==> config.mk <==
export PLATFORM = sky130hd
export DESIGN_NAME = nv_sram_host
export DESIGN_NICKNAME = d
export VERILOG_FILES = /design/src/nv_sram_host.v
export VERILOG_INCLUDE_DIRS = /design/src
export SDC_FILE = /design/constraint.sdc
export NUM_CORES = 1
export LEC_CHECK = 0
export BUFFER_PORTS_ARGS = -buffer_cell sky130_fd_sc_hd__buf_2
export CELL_PAD_IN_SITES_DETAIL_PLACEMENT = 0
export CELL_PAD_IN_SITES_GLOBAL_PLACEMENT = 1
export CORE_MARGIN = 1.5
export CORE_UTILIZATION = 38
export DETAILED_ROUTE_END_ITERATION = 6
export GPL_ROUTABILITY_DRIVEN = 0
export PLACE_DENSITY_LB_ADDON = 0.1
export SLEW_MARGIN = 25
export SYNTH_ARGS = -nofsm -noshare
export SYNTH_HDL_FRONTEND = slang
export SYNTH_SLANG_ARGS = --single-unit
==> constraint.sdc <==
create_clock -name clock -period 8.82 [get_ports clock]
set_clock_uncertainty 0.2 [all_clocks]
set_input_delay 0.882 -clock clock [delete_from_list [all_inputs] [get_ports clock]]
set_output_delay 0.882 -clock clock [all_outputs]
set_load 0.01 [all_outputs]
==> src/nv_sram_host_consts.vh <==
// constants for the nonvolatile sram host controller
`ifndef NV_SRAM_HOST_CONSTS_VH
`define NV_SRAM_HOST_CONSTS_VH
`define CLK_PERIOD_NS 20
`define ADDR_W 15
`define DATA_W 8
`define T_RC_NS 35
`define T_PWE_NS 25
`define T_ACE_NS 35
`define T_PHSB_NS 15
`define T_DHSB_NS 35
`define T_SS_US 100
`define T_STORE_MS 8
`define T_RECALL_US 200
`define T_HRECALL_MS 20
`define CYC_RC ((`T_RC_NS + `CLK_PERIOD_NS - 1) / `CLK_PERIOD_NS)
`define CYC_PWE ((`T_PWE_NS + `CLK_PERIOD_NS - 1) / `CLK_PERIOD_NS)
`define CYC_ACE ((`T_ACE_NS + `CLK_PERIOD_NS - 1) / `CLK_PERIOD_NS)
`define CYC_PHSB ((`T_PHSB_NS + `CLK_PERIOD_NS - 1) / `CLK_PERIOD_NS)
`define CYC_DHSB ((`T_DHSB_NS + `CLK_PERIOD_NS - 1) / `CLK_PERIOD_NS)
`define CYC_SS ((`T_SS_US * 1000) / `CLK_PERIOD_NS)
`define CYC_STORE ((`T_STORE_MS * 1000000) / `CLK_PERIOD_NS)
`define CYC_RECALL ((`T_RECALL_US * 1000) / `CLK_PERIOD_NS)
`define CYC_HRECALL ((`T_HRECALL_MS * 1000000) / `CLK_PERIOD_NS)
`define CNT_W 20
`define SEQ_LEN 6
`define SEQ_W 3
`define OP_READ 2'h0
`define OP_WRITE 2'h1
`define OP_SOFT 2'h2
`define OP_HWSTORE 2'h3
`endif

==> src/nv_sram_host.v <==
// host controller driving the nonvolatile sram pins
`timescale 1ns/1ps
`include "nv_sram_host_consts.vh"
module nv_sram_host #(
	parameter [`CNT_W-1:0] STORE_CYCLES = `CYC_STORE,
	parameter [`CNT_W-1:0] RECALL_CYCLES = `CYC_RECALL,
	parameter [`CNT_W-1:0] SS_CYCLES = `CYC_SS,
	parameter [`CNT_W-1:0] POWERUP_CYCLES = `CYC_HRECALL
) (
	// clock and reset
	input wire clock,
	input wire rst,
	// user command port
	input wire reqValid,
	output wire reqReady,
	input wire [1:0] reqOp,
	input wire [`ADDR_W-1:0] reqAddr,
	input wire [`DATA_W-1:0] reqData,
	input wire [6*`ADDR_W-1:0] seqAddrs,
	input wire softRecall,
	output reg rspValid,
	output reg [`DATA_W-1:0] rspData,
	// memory pins
	output reg ceN,
	output reg weN,
	output reg oeN,
	output reg [`ADDR_W-1:0] addr,
	input wire [`DATA_W-1:0] dqIn,
	output reg [`DATA_W-1:0] dqOut,
	output reg dqOe,
	// store/busy open-drain pin
	input wire store_busy_n_in,
	output wire store_busy_n_out,
	output reg store_busy_n_oe
);
	// ---------------------------------------------------------------
	// states
	// ---------------------------------------------------------------
	localparam [2:0] S_POWERUP = 3'h0;
	localparam [2:0] S_IDLE = 3'h1;
	localparam [2:0] S_READ = 3'h2;
	localparam [2:0] S_WRITE = 3'h3;
	localparam [2:0] S_GAP = 3'h4;
	localparam [2:0] S_HSB = 3'h5;
	localparam [2:0] S_WAIT = 3'h6;
	localparam [2:0] S_BUSY = 3'h7;

	reg [2:0] state;
	reg [`CNT_W-1:0] cnt;
	reg [1:0] op;
	reg [`SEQ_W-1:0] seqIdx;
	reg [`DATA_W-1:0] wdata;
	reg recallCmd;

	function [`ADDR_W-1:0] seqAddr;
		input [6*`ADDR_W-1:0] table_;
		input [`SEQ_W-1:0] idx;
		begin
			seqAddr = table_[idx*`ADDR_W +: `ADDR_W];
		end
	endfunction

	// pin is only ever pulled low
	assign store_busy_n_out = 1'b0;
	// accept only when idle and device not busy
	assign reqReady = (state == S_IDLE) && store_busy_n_in;

	// ---------------------------------------------------------------
	// sequencer
	// ---------------------------------------------------------------
	always @(posedge clock) begin
		if (rst) begin
			state <= S_POWERUP;
			cnt <= {`CNT_W{1'b0}};
			op <= `OP_READ;
			seqIdx <= {`SEQ_W{1'b0}};
			wdata <= {`DATA_W{1'b0}};
			recallCmd <= 1'b0;
			rspValid <= 1'b0;
			rspData <= {`DATA_W{1'b0}};
			ceN <= 1'b1;
			weN <= 1'b1;
			oeN <= 1'b1;
			addr <= {`ADDR_W{1'b0}};
			dqOut <= {`DATA_W{1'b0}};
			dqOe <= 1'b0;
			store_busy_n_oe <= 1'b0;
		end else begin
			rspValid <= 1'b0;
			case (state)
			S_POWERUP: begin
				// power-up recall window
				if (cnt >= POWERUP_CYCLES - 1'b1) begin
					cnt <= {`CNT_W{1'b0}};
					state <= S_IDLE;
				end else begin
					cnt <= cnt + 1'b1;
				end
			end
			S_IDLE: begin
				if (reqValid && store_busy_n_in) begin
					op <= reqOp;
					wdata <= reqData;
					recallCmd <= softRecall;
					seqIdx <= {`SEQ_W{1'b0}};
					cnt <= {`CNT_W{1'b0}};
					case (reqOp)
					`OP_READ: begin
						addr <= reqAddr;
						ceN <= 1'b0;
						oeN <= 1'b0;
						weN <= 1'b1;
						state <= S_READ;
					end
					`OP_WRITE: begin
						addr <= reqAddr;
						oeN <= 1'b1;
						weN <= 1'b0;
						ceN <= 1'b0;
						dqOut <= reqData;
						dqOe <= 1'b1;
						state <= S_WRITE;
					end
					`OP_SOFT: begin
						addr <= seqAddr(seqAddrs, {`SEQ_W{1'b0}});
						ceN <= 1'b0;
						oeN <= 1'b0;
						weN <= 1'b1;
						state <= S_READ;
					end
					`OP_HWSTORE: begin
						store_busy_n_oe <= 1'b1;
						state <= S_HSB;
					end
					default: state <= S_IDLE;
					endcase
				end
			end
			S_READ: begin
				if (cnt >= `CYC_ACE - 1) begin
					cnt <= {`CNT_W{1'b0}};
					ceN <= 1'b1;
					oeN <= 1'b1;
					state <= S_GAP;
					if (op == `OP_READ) begin
						rspData <= dqIn;
						rspValid <= 1'b1;
					end
				end else begin
					cnt <= cnt + 1'b1;
				end
			end
			S_WRITE: begin
				if (cnt >= `CYC_PWE - 1) begin
					cnt <= {`CNT_W{1'b0}};
					weN <= 1'b1;
					ceN <= 1'b1;
					state <= S_GAP;
					rspValid <= 1'b1;
				end else begin
					cnt <= cnt + 1'b1;
				end
			end
			S_GAP: begin
				// one idle cycle; dq released, cycle time met
				dqOe <= 1'b0;
				cnt <= {`CNT_W{1'b0}};
				if (op == `OP_SOFT) begin
					if (seqIdx == `SEQ_LEN - 1) begin
						// sixth read data dropped
						state <= S_WAIT;
					end else begin
						seqIdx <= seqIdx + 1'b1;
						addr <= seqAddr(seqAddrs, seqIdx + 1'b1);
						ceN <= 1'b0;
						oeN <= 1'b0;
						state <= S_READ;
					end
				end else begin
					state <= S_IDLE;
				end
			end
			S_HSB: begin
				if (cnt >= `CYC_PHSB - 1) begin
					store_busy_n_oe <= 1'b0;
					cnt <= {`CNT_W{1'b0}};
					state <= S_WAIT;
				end else begin
					cnt <= cnt + 1'b1;
				end
			end
			S_WAIT: begin
				// allow device to act, then track busy
				if (cnt >= SS_CYCLES - 1'b1) begin
					cnt <= {`CNT_W{1'b0}};
					state <= S_BUSY;
				end else begin
					cnt <= cnt + 1'b1;
				end
			end
			S_BUSY: begin
				if (store_busy_n_in || (cnt >= ((op == `OP_SOFT &&
				    recallCmd) ? RECALL_CYCLES : STORE_CYCLES))) begin
					cnt <= {`CNT_W{1'b0}};
					rspValid <= 1'b1;
					state <= S_IDLE;
				end else begin
					cnt <= cnt + 1'b1;
				end
			end
			default: state <= S_IDLE;
			endcase
		end
	end
endmodule // nv_sram_host

Word level (Yosys, flattened, before mapping)
Cells that the tools add are included.

word-level totals
  bits in registers = 66
  logic and storage cells = 124

cells by class
  add/subtract/negate cells = 2
  $mul = 1
  order comparisons = 4
  equal/unequal tests = 26
  shift-type cells = 1
  multiplexer cells = 48
  reduce and logical (&&, ||, !) cells = 28

operators by type and width
  kind                                                                                   count
  20-bit case mux with 6 select lines                                                    1
  20-bit 2-to-1 mux                                                                      5
  90-bit by 8-bit variable part select with 15-bit output                                1
  15-bit case mux with 2 select lines                                                    2
  15-bit 2-to-1 mux                                                                      3
  3-bit 2-to-1 mux                                                                       10
  3-bit case mux with 7 select lines                                                     1
  20-bit by 1-bit adder with 20-bit output, second input constant                        1
  20-bit by 1-bit greater-or-equal comparator with 1-bit output, second input constant   1
  20-bit by 13-bit greater-or-equal comparator with 1-bit output, second input constant  1
  20-bit by 19-bit greater-or-equal comparator with 1-bit output                         1
  20-bit greater-or-equal comparator, second input constant                              1
  19-bit 2-to-1 mux                                                                      1
  2-bit inequality test, second input constant                                           8
  3-bit == test, second input constant                                                   5
  1-bit 2-to-1 mux                                                                       15
  3-bit AND reduction                                                                    4
  6-bit AND reduction                                                                    2
  1-bit case mux with 2 select lines                                                     5
  5-bit AND reduction                                                                    2
  1-bit case mux with 3 select lines                                                     3
  3-bit case mux with 3 select lines                                                     1
  2-bit by 1-bit inequality test with 1-bit output, second input constant                4
  4-bit AND reduction                                                                    2
  17 further kinds                                                                       30

Logic depth before layout (Yosys ltp)
Gate-level depths: netlist (run 1).

  depth after elaboration = 7
  gate-level depth with buffers = 12
  gate-level depth less buffers = 10

Worst setup path after synthesis (run 1)
Ideal clock, no wire load.

  path kind = flip-flop to flip-flop
  start = reg op[0]
  end = reg state[0]
  arrival = 2.579 ns
  setup slack = 5.971 ns
  stages on the path, launching flop included = 11
  cell sequence = dfxtp_1 and3b_1 inv_2 ha_1 nand2_1 o221ai_1 a21oi_1 o31ai_1 nand3_1 or4_1 a21oi_1

between the ends
  word-level cells in the longest chain between the ends = 7
  elaborated cells between the ends (all ways) = 9

RTL lines
  what                                                            RTL line            RTL
  start: declaration                                              nv_sram_host.v:50   reg [1:0] op;
  start signal: assignment                                        nv_sram_host.v:75   op <= `OP_READ;
  start signal: assignment                                        nv_sram_host.v:102  op <= reqOp;
  2-bit == test (no line) *                                       -
  1-bit logical AND                                               nv_sram_host.v:202  if (store_busy_n_in || (cnt >= ((op == `OP_SOFT &&
  19-bit 2-to-1 mux                                               nv_sram_host.v:202
  20-bit by 19-bit greater-or-equal comparator with 1-bit output  nv_sram_host.v:202
  1-bit logical OR                                                nv_sram_host.v:202
  2-bit inequality test (no line)                                 -
  5-bit AND reduction (no line)                                   -
  end signal: assignment                                          nv_sram_host.v:196  state <= S_BUSY;
  end signal: assignment                                          nv_sram_host.v:206  state <= S_IDLE;
  end signal: assignment                                          nv_sram_host.v:211  default: state <= S_IDLE;
  end: declaration                                                nv_sram_host.v:48   reg [2:0] state;

Mark *: on every way between the ends. The rest lies on a longest branch, timed or not.
A chain may end at the register's enable or synchronous reset.

Worst setup path after layout (run 1)
  start = reg op[0]
  end = reg cnt[16]

between the ends
  word-level cells in the longest chain between the ends = 7

RTL lines
  what                                                            RTL line            RTL
  2-bit == test (no line)                                         -
  1-bit logical AND                                               nv_sram_host.v:202
  19-bit 2-to-1 mux                                               nv_sram_host.v:202
  20-bit by 19-bit greater-or-equal comparator with 1-bit output  nv_sram_host.v:202
  1-bit logical OR                                                nv_sram_host.v:202
  20-bit 2-to-1 mux                                               nv_sram_host.v:202
  20-bit case mux with 6 select lines                             nv_sram_host.v:90   case (state)
  end signal: assignment                                          nv_sram_host.v:94   cnt <= {`CNT_W{1'b0}};
  end signal: assignment                                          nv_sram_host.v:204  cnt <= {`CNT_W{1'b0}};
  end signal: assignment                                          nv_sram_host.v:208  cnt <= cnt + 1'b1;
  end: declaration                                                nv_sram_host.v:49   reg [`CNT_W-1:0] cnt;

No other way between the ends.

==> run_summary.xml, run 1 <==
<?xml version="1.0" encoding="UTF-8"?>
<metrics>
  <group name="final_layout">
    <metric name="final_nets" unit="">766</metric>
    <metric name="fin_cells" unit="">775</metric>
    <metric name="final_layout_size_suffix_gt1_frac" unit="">0.339</metric>
    <metric name="antenna_cells_inserted" unit="">0</metric>
    <metric name="design_area" unit="sq um">5280</metric>
    <metric name="syn_to_final_growth" unit="%">25.7</metric>
    <metric name="final.fill_count" unit="">1095</metric>
  </group>
  <group name="sta">
    <metric name="max_freq" unit="MHz">295</metric>
    <metric name="setup_total_negative_slack" unit="ns">0</metric>
    <metric name="grt_setup_unrepaired" unit="">no</metric>
    <metric name="final_number_of_setup_violating_endpoints" unit="">0</metric>
    <metric name="post-route-min-period" unit="ns">3.38</metric>
    <metric name="worstMarginPinSlew" unit="ns">1.01</metric>
    <metric name="worst_slew_margin_rel" unit="">0.326</metric>
    <metric name="finalCritPeriodShare" unit="">0.384</metric>
    <metric name="final.hold.worst_slack" unit="ns">0.253</metric>
    <metric name="hold_viol_final" unit="">0</metric>
    <metric name="final_count_of_pins_violating_max_slew" unit="">0</metric>
    <metric name="minimum_setup_slack_in_the_final_design" unit="ns">5.44</metric>
  </group>
  <group name="placed_design">
    <metric name="dpl.cell_count" unit="">759</metric>
    <metric name="detailed_place_hpwl" unit="mm">9.40</metric>
    <metric name="io_buffer_count" unit="">165</metric>
    <metric name="pre_cts_setup_slack" unit="ns">5.38</metric>
    <metric name="placed_cell_area" unit="sq um">5060</metric>
  </group>
  <group name="yosys">
    <metric name="synth_area_leaders" unit="">dfxtp_1 31%, mux2i_1 8.3%, mux4_2 8.0%, nand2_1 5.3%, a21oi_1 5.2%</metric>
    <metric name="seq_area_frac_synth" unit="">0.315</metric>
    <metric name="register_bit_total_from_synthesis" unit="">66</metric>
    <metric name="synth_most_common_cell" unit="">dfxtp_1</metric>
    <metric name="synth-warning-count" unit="">0</metric>
    <metric name="synth_top_cell_area_share" unit="">0.315</metric>
    <metric name="synthFlopType" unit="">dfxtp_1</metric>
    <metric name="netlist_instances" unit="">489</metric>
    <metric name="post_synth_top_cells" unit="">66 x dfxtp_1, 59 x nand2_1, 44 x a21oi_1, 41 x nor2_1, 35 x mux2i_1</metric>
    <metric name="yosys.cell_types.count" unit="">58</metric>
    <metric name="synth_fp_nets" unit="">625</metric>
    <metric name="synth_area_leader_cell" unit="">dfxtp_1</metric>
    <metric name="syn-mean-instance-area" unit="sq um">8.59</metric>
    <metric name="postSynth.asyncResetShare" unit="">0</metric>
    <metric name="count_of_flip_flops_with_a_built_in_enable_after_synthesis" unit="">0</metric>
    <metric name="synthesis.area" unit="sq um">4200</metric>
  </group>
  <group name="clocking">
    <metric name="clock_insertion_delay_worst_skew" unit="ns">0.35</metric>
    <metric name="cts_setup_buffers" unit="">0</metric>
    <metric name="cts.sink_count" unit="">66</metric>
    <metric name="cts_max_level" unit="">3</metric>
    <metric name="tritoncts.num_buffers" unit="">9</metric>
    <metric name="clock_path_buffers" unit="">2</metric>
    <metric name="cts_repair_resize_count" unit="">0</metric>
    <metric name="clkSlewWorstSetupHoldPaths" unit="ns">0.07</metric>
    <metric name="cts_root_buffer" unit="">clkbuf_8</metric>
    <metric name="hold_fix_buffers_cts" unit="">0</metric>
    <metric name="tritoncts_clock_tree" unit="">yes</metric>
  </group>
  <group name="global_routing">
    <metric name="grt_start_max_net_pins" unit="">53</metric>
    <metric name="first_global_vias" unit="">4042</metric>
    <metric name="antenna_found_initial" unit="">0</metric>
    <metric name="grt_first_pass_wirelength" unit="mm">19.7</metric>
    <metric name="grt_overflow_total" unit="">0</metric>
    <metric name="grt_resource_usage_total" unit="">0.215</metric>
  </group>
  <group name="worst_setup_path">
    <metric name="worst-endpoint-required" unit="ns">8.89</metric>
    <metric name="critical_path.startpoint_type" unit="">register</metric>
    <metric name="startpoint" unit="">op[0]</metric>
    <metric name="cp_data_arrival_time" unit="ns">3.46</metric>
    <metric name="setup.worst_path.end_class" unit="">register</metric>
    <metric name="worstPathMaxFanout" unit="">25</metric>
    <metric name="worst_r2r_startpoint" unit="">op[0]</metric>
    <metric name="worst-setup-path-type" unit="">register to register</metric>
  </group>
  <group name="floorplan">
    <metric name="number_of_standard_cell_rows_in_the_floorplan" unit="">38</metric>
    <metric name="dieArea" unit="sq um">11700</metric>
    <metric name="io_pins" unit="">167</metric>
    <metric name="initial_utilization" unit="">0.389</metric>
    <metric name="die-width" unit="microns">108</metric>
    <metric name="die_y_extent" unit="microns">108</metric>
    <metric name="fp.coreArea" unit="sq um">10800</metric>
  </group>
  <group name="drt">
    <metric name="drt_drc_violations_left" unit="">0</metric>
    <metric name="wl_per_cell" unit="microns">16.2</metric>
    <metric name="detail_route.vias_per_cell" unit="">5.52</metric>
    <metric name="drt_iter0_drc" unit="">260</metric>
    <metric name="finalWirelength" unit="mm">12.6</metric>
    <metric name="via_count" unit="">4280</metric>
    <metric name="drt_pre_antenna_iters" unit="">5</metric>
    <metric name="drtAntennaViolNets" unit="">0</metric>
  </group>
  <group name="power">
    <metric name="cell_internal_pwr" unit="W">0.000499</metric>
    <metric name="netSwitchingPower" unit="W">0.000153</metric>
    <metric name="clkPwrFrac" unit="">0.422</metric>
    <metric name="power_leakage" unit="nW">2.24</metric>
    <metric name="vdd_ir_drop_max" unit="mV">0.105</metric>
    <metric name="sw_frac" unit="">0.235</metric>
    <metric name="power_per_cell_area" unit="nW/um^2">124</metric>
    <metric name="pwr-share-comb" unit="">0.108</metric>
    <metric name="power_frac_seq" unit="">0.470</metric>
  </group>
  <group name="run">
    <metric name="max-cap-violations" unit="">0</metric>
  </group>
  <group name="min_path">
    <metric name="worst_hold_startpoint" unit="">addr[14]</metric>
    <metric name="hold_path.class" unit="">register to register</metric>
  </group>
  <group name="run_status">
    <metric name="status" unit="">finished clean</metric>
  </group>
</metrics>
[per-stage QoR]
stage                     power, W  utilization
after floorplan           0.000347            -
after global placement    0.000382        0.469
after detailed placement  0.000383        0.469
after CTS                 0.000664        0.489
after global routing      0.000685        0.489
final                     0.000652        0.489
[worst max-delay path, stage by stage, from the launching register on]
cell	delay [ns]
dfxtp_1	0.33
and3b_1	0.33
inv_2	0.10
ha_1	0.19
nor4_1	0.29
a21oi_1	0.15
nor3_1	0.23
o31ai_1	0.18
a311oi_4	0.84
or2b_1	0.29
a31oi_1	0.17
[power groups by stage]
stage / clock network, W / registers, W / logic, W
after floorplan: 0 / 0.000312 / 0.0000351
after CTS: 0.000287 / 0.000307 / 0.0000706
after global routing: 0.000300 / 0.000307 / 0.0000778
after detailed placement: 0 / 0.000313 / 0.0000701
after global placement: 0 / 0.000314 / 0.0000688
final: 0.000275 / 0.000307 / 0.0000701
[kinds of logic (layout without fill, tap and decap cells)]
| family | after synthesis | in the layout | share of synthesized area |
|---|---|---|---|
| compound gates | 130 | 130 | 0.204 |
| xor+xnor | 5 | 5 | 0.0104 |
| fa+ha+maj | 8 | 8 | 0.0238 |
| buf+inv | 46 | 192 | 0.0483 |
| flops | 66 | 66 | 0.315 |
| mux | 65 | 65 | 0.204 |
| other cells | 1 | 1 | 0.000893 |
| simple gates | 168 | 168 | 0.193 |
[registers in the layout, indices dropped and copies added (netlist names)]
signal and flops:
addr 15, ceN 1, cnt 20, dqOe 1
dqOut 8, oeN 1, op 2, recallCmd 1
rspData 8, rspValid 1, seqIdx 3, state 3
store_busy_n_oe 1, weN 1
[per-layer routing]
layer  up-vias  track usage  wire length [microns]  part of all wire
met2       147        0.370                   6150              0.49
met4         0       0.0611                    148             0.012
met5         -            0                      0                 0
li1       2103            -                      -                 -
met1      2019        0.265                   5350              0.42
met3        11       0.0536                    945             0.075
[path summary, 6_finish.rpt]
check             depth (start not counted)       end  slack (ns)
setup / recovery                         10   cnt[16]        5.44
hold / removal                            2  addr[14]        0.25
setup reg to reg                         10   cnt[16]        5.44
hold reg to reg                           2  addr[14]        0.25
[layout make-up]
type / count / area [sq um] / area share
multi-input cells: 377 / 2690 / 0.509
flip-flops and latches: 66 / 1330 / 0.251
repair buffers: 169 / 856 / 0.162
well taps: 140 / 175 / 0.0332
clock buffers: 11 / 131 / 0.0249
clock inverters: 5 / 78.8 / 0.0149
inverters: 7 / 26.3 / 0.00498
[placed cells by master, fill, tap and decap left out, types with 8 or more instances in the layout]
cell and count:
a31oi_1 16, o311ai_0 15, dfxtp_1 65, a21oi_1 44, and3_1 8, o21ai_1 10
ha_1 8, nor3_1 9, o211ai_1 15, mux2_2 10, clkbuf_8 9, nor2_1 40
nand3_1 10, mux4_2 15, nand2_1 59, buf_2 165, mux2i_1 35
(Power assumes the default switching activity.)
==> run 2: changes to the inputs <==
Settings changed: CORE_UTILIZATION 38 to 32.
Clock period 8.82 ns to 2.9 ns, I/O delays scaled along.
==> run_summary.xml, run 2 (synthesis gave the netlist of run 1 again) <==
<?xml version="1.0" encoding="UTF-8"?>
<metrics>
  <group name="drt">
    <metric name="finalWirelength" unit="mm">13.7</metric>
    <metric name="detail_route.vias_per_cell" unit="">5.23</metric>
    <metric name="drtAntennaViolNets" unit="">0</metric>
    <metric name="drt_pre_antenna_iters" unit="">4</metric>
    <metric name="drt_iter0_drc" unit="">289</metric>
    <metric name="wl_per_cell" unit="microns">16.1</metric>
    <metric name="via_count" unit="">4440</metric>
    <metric name="drt_drc_violations_left" unit="">0</metric>
  </group>
  <group name="final_layout">
    <metric name="syn_to_final_growth" unit="%">40.0</metric>
    <metric name="final_nets" unit="">808</metric>
    <metric name="top_regs" unit="">cnt (20), addr (15)</metric>
    <metric name="finalCoreUtilization" unit="">0.462</metric>
    <metric name="antenna_cells_inserted" unit="">0</metric>
    <metric name="mostFrequentLayoutCell" unit="">buf_2</metric>
    <metric name="regMostFlops" unit="">cnt</metric>
    <metric name="flip_flop_count_of_the_largest_register_after_layout" unit="">20</metric>
    <metric name="final_layout_size_suffix_gt1_frac" unit="">0.391</metric>
    <metric name="mostFrequentLayoutCells" unit="">165 x buf_2, 62 x dfxtp_1, 58 x nand2_1</metric>
  </group>
  <group name="worst_setup_path">
    <metric name="worst-endpoint-required" unit="ns">2.96</metric>
    <metric name="worst_r2r_path_depth" unit="">11</metric>
    <metric name="worst-setup-path-type" unit="">register to register</metric>
    <metric name="critical_path.cell_chain" unit="">and3b_2 &gt; inv_4 &gt; ha_4 &gt; nor4_4 &gt; o2bb2ai_2 &gt; nor3_2 &gt; o31ai_4 &gt; a311oi_4 &gt; buf_12 &gt; or2b_1 &gt; a31oi_1</metric>
    <metric name="worst_r2r_startpoint" unit="">op[0]</metric>
    <metric name="setup.worst_path.end_class" unit="">register</metric>
    <metric name="cp_data_arrival_time" unit="ns">2.82</metric>
    <metric name="r2r-end" unit="">cnt[2]</metric>
    <metric name="worst-r2r-setup-slack" unit="ns">0.13</metric>
    <metric name="cp.buffers_inverters" unit="">2</metric>
    <metric name="cpPeakStageDelay" unit="ns">0.33</metric>
    <metric name="worst_path_dominant_cell_family" unit="">simple AND/OR/NAND/NOR gates</metric>
    <metric name="worstPathMaxFanout" unit="">12</metric>
    <metric name="critPathSlowestCell" unit="">dfxtp_2</metric>
    <metric name="critical_path.startpoint_type" unit="">register</metric>
  </group>
  <group name="clocking">
    <metric name="tritoncts.num_buffers" unit="">9</metric>
    <metric name="cts.sink_count" unit="">66</metric>
    <metric name="clkSlewWorstSetupHoldPaths" unit="ns">0.05</metric>
    <metric name="clock_insertion_delay_worst_skew" unit="ns">0.33</metric>
    <metric name="tritoncts_clock_tree" unit="">yes</metric>
    <metric name="clock_path_buffers" unit="">2</metric>
    <metric name="cts_max_level" unit="">3</metric>
    <metric name="cts_root_buffer" unit="">clkbuf_16</metric>
  </group>
  <group name="power">
    <metric name="cell_internal_pwr" unit="W">0.00166</metric>
    <metric name="power_frac_seq" unit="">0.427</metric>
    <metric name="power_leakage" unit="nW">2.50</metric>
    <metric name="power_per_cell_area" unit="nW/um^2">372</metric>
    <metric name="sw_frac" unit="">0.240</metric>
    <metric name="netSwitchingPower" unit="W">0.000525</metric>
    <metric name="pwr-share-comb" unit="">0.115</metric>
    <metric name="vdd_ir_drop_max" unit="mV">0.247</metric>
    <metric name="clkPwrFrac" unit="">0.458</metric>
  </group>
  <group name="sta">
    <metric name="finalCritPeriodShare" unit="">0.955</metric>
    <metric name="worst_slew_margin_rel" unit="">0.516</metric>
    <metric name="max_freq" unit="MHz">361</metric>
    <metric name="final.hold.worst_slack" unit="ns">0.00178</metric>
    <metric name="final_count_of_pins_violating_max_slew" unit="">0</metric>
    <metric name="post-route-min-period" unit="ns">2.77</metric>
    <metric name="final_number_of_setup_violating_endpoints" unit="">0</metric>
    <metric name="hold_viol_final" unit="">0</metric>
    <metric name="worstMarginPinSlew" unit="ns">0.727</metric>
  </group>
  <group name="min_path">
    <metric name="hold-path-endpoint" unit="">rspData[0]</metric>
    <metric name="worst_hold_startpoint" unit="">dqIn[0]</metric>
    <metric name="hold_path.class" unit="">input port to register</metric>
    <metric name="hold_depth" unit="">3</metric>
  </group>
  <group name="floorplan">
    <metric name="number_of_standard_cell_rows_in_the_floorplan" unit="">41</metric>
    <metric name="dieArea" unit="sq um">13800</metric>
    <metric name="initial_utilization" unit="">0.330</metric>
    <metric name="die_y_extent" unit="microns">118</metric>
    <metric name="io_pins" unit="">167</metric>
    <metric name="fp.coreArea" unit="sq um">12700</metric>
    <metric name="die-width" unit="microns">118</metric>
  </group>
  <group name="placed_design">
    <metric name="detailed_place_hpwl" unit="mm">10.2</metric>
    <metric name="io_buffer_count" unit="">165</metric>
  </group>
  <group name="global_routing">
    <metric name="grt_first_pass_wirelength" unit="mm">22.3</metric>
    <metric name="grt_overflow_total" unit="">0</metric>
    <metric name="first_global_vias" unit="">4322</metric>
    <metric name="grt_start_max_net_pins" unit="">37</metric>
    <metric name="grt_resource_usage_total" unit="">0.198</metric>
    <metric name="antenna_found_initial" unit="">0</metric>
  </group>
  <group name="run_status">
    <metric name="status" unit="">finished clean</metric>
  </group>
  <group name="run">
    <metric name="max-cap-violations" unit="">0</metric>
  </group>
</metrics>
-- run 2: cell count changes in the layout (fill, tap and decap cells not counted), moves of 4 or more --
cell | previous run | this run
buf_4 | 4 | 33
dlygate4sd3_1 | 0 | 11
clkbuf_16 | 0 | 9
clkbuf_8 | 9 | 1
dfxtp_2 | 0 | 4
-- run 2: power by group through the flow --
stage / logic [W] / registers (W) / clock network (W)
6_report: 0.000251 / 0.000934 / 0.00100
5_1_grt: 0.000278 / 0.000937 / 0.00107
4_1_cts: 0.000249 / 0.000933 / 0.00103
3_5_place_dp: 0.000227 / 0.000953 / 0
3_3_place_gp: 0.000224 / 0.000953 / 0
2_1_floorplan: 0.000107 / 0.000949 / 0
-- run 2: repair_timing --
action / 4_1_cts / 5_1_grt
pin swaps: 6 / 6
endpoints found under the setup margin: 6 / 13
endpoints found under the hold margin: 11 / 0
gates cloned: 1 / 0
resized for setup: 5 / 21
buffers inserted: 5 / 3
hold buffers: 11 / 0
-- run 2: tightest hold or removal path, cell delays in order --
cell,delay [ns]
buf_2,0.08
mux2i_1,0.05
nor2_1,0.07
-- run 2: layout make-up --
class	instances	area, sq um
inverter	7	28.8
clock buffer	11	243
fill	1271	6850
timing repair buffer	211	1220
sequential	66	1330
clock inverter	5	30.0
tap	172	215
multi-input combinational	377	2810
-- run 2: stage by stage --
step	setup TNS, ns	worst slack, ns	instance area, sq um	instances	power, W
detailed placement	-0.282	-0.0543	5330	816	0.00118
global placement	0	0.0203	5320	816	0.00118
floorplan	0	0.0511	4200	489	0.00106
finish	0	0.130	5880	849	0.00219
CTS	0	0.00686	5810	849	0.00221
global route	-0.0945	-0.0228	5880	849	0.00228
-- run 2: metal layers --
| layer | up-vias | GRT usage | wire length (microns) |
|---|---|---|---|
| met5 | - | 0 | 0 |
| met4 | 0 | 0.0572 | 225 |
| met3 | 18 | 0.0480 | 905 |
| met2 | 160 | 0.336 | 6610 |
| met1 | 2080 | 0.249 | 5960 |
| li1 | 2182 | - | - |
-- run 2: worst max-delay path by stage --
| stage | start | endpoint | slack [ns] | depth (start not counted) |
|---|---|---|---|---|
| floorplan | op[0] | state[0] | 0.05 | 10 |
| global placement | op[0] | cnt[16] | 0.02 | 12 |
| detailed placement | op[0] | cnt[16] | -0.05 | 12 |
| CTS | op[0] | cnt[2] | 0.007 | 13 |
| global route | op[0] | cnt[17] | -0.02 | 11 |
| finish | op[0] | cnt[2] | 0.13 | 11 |
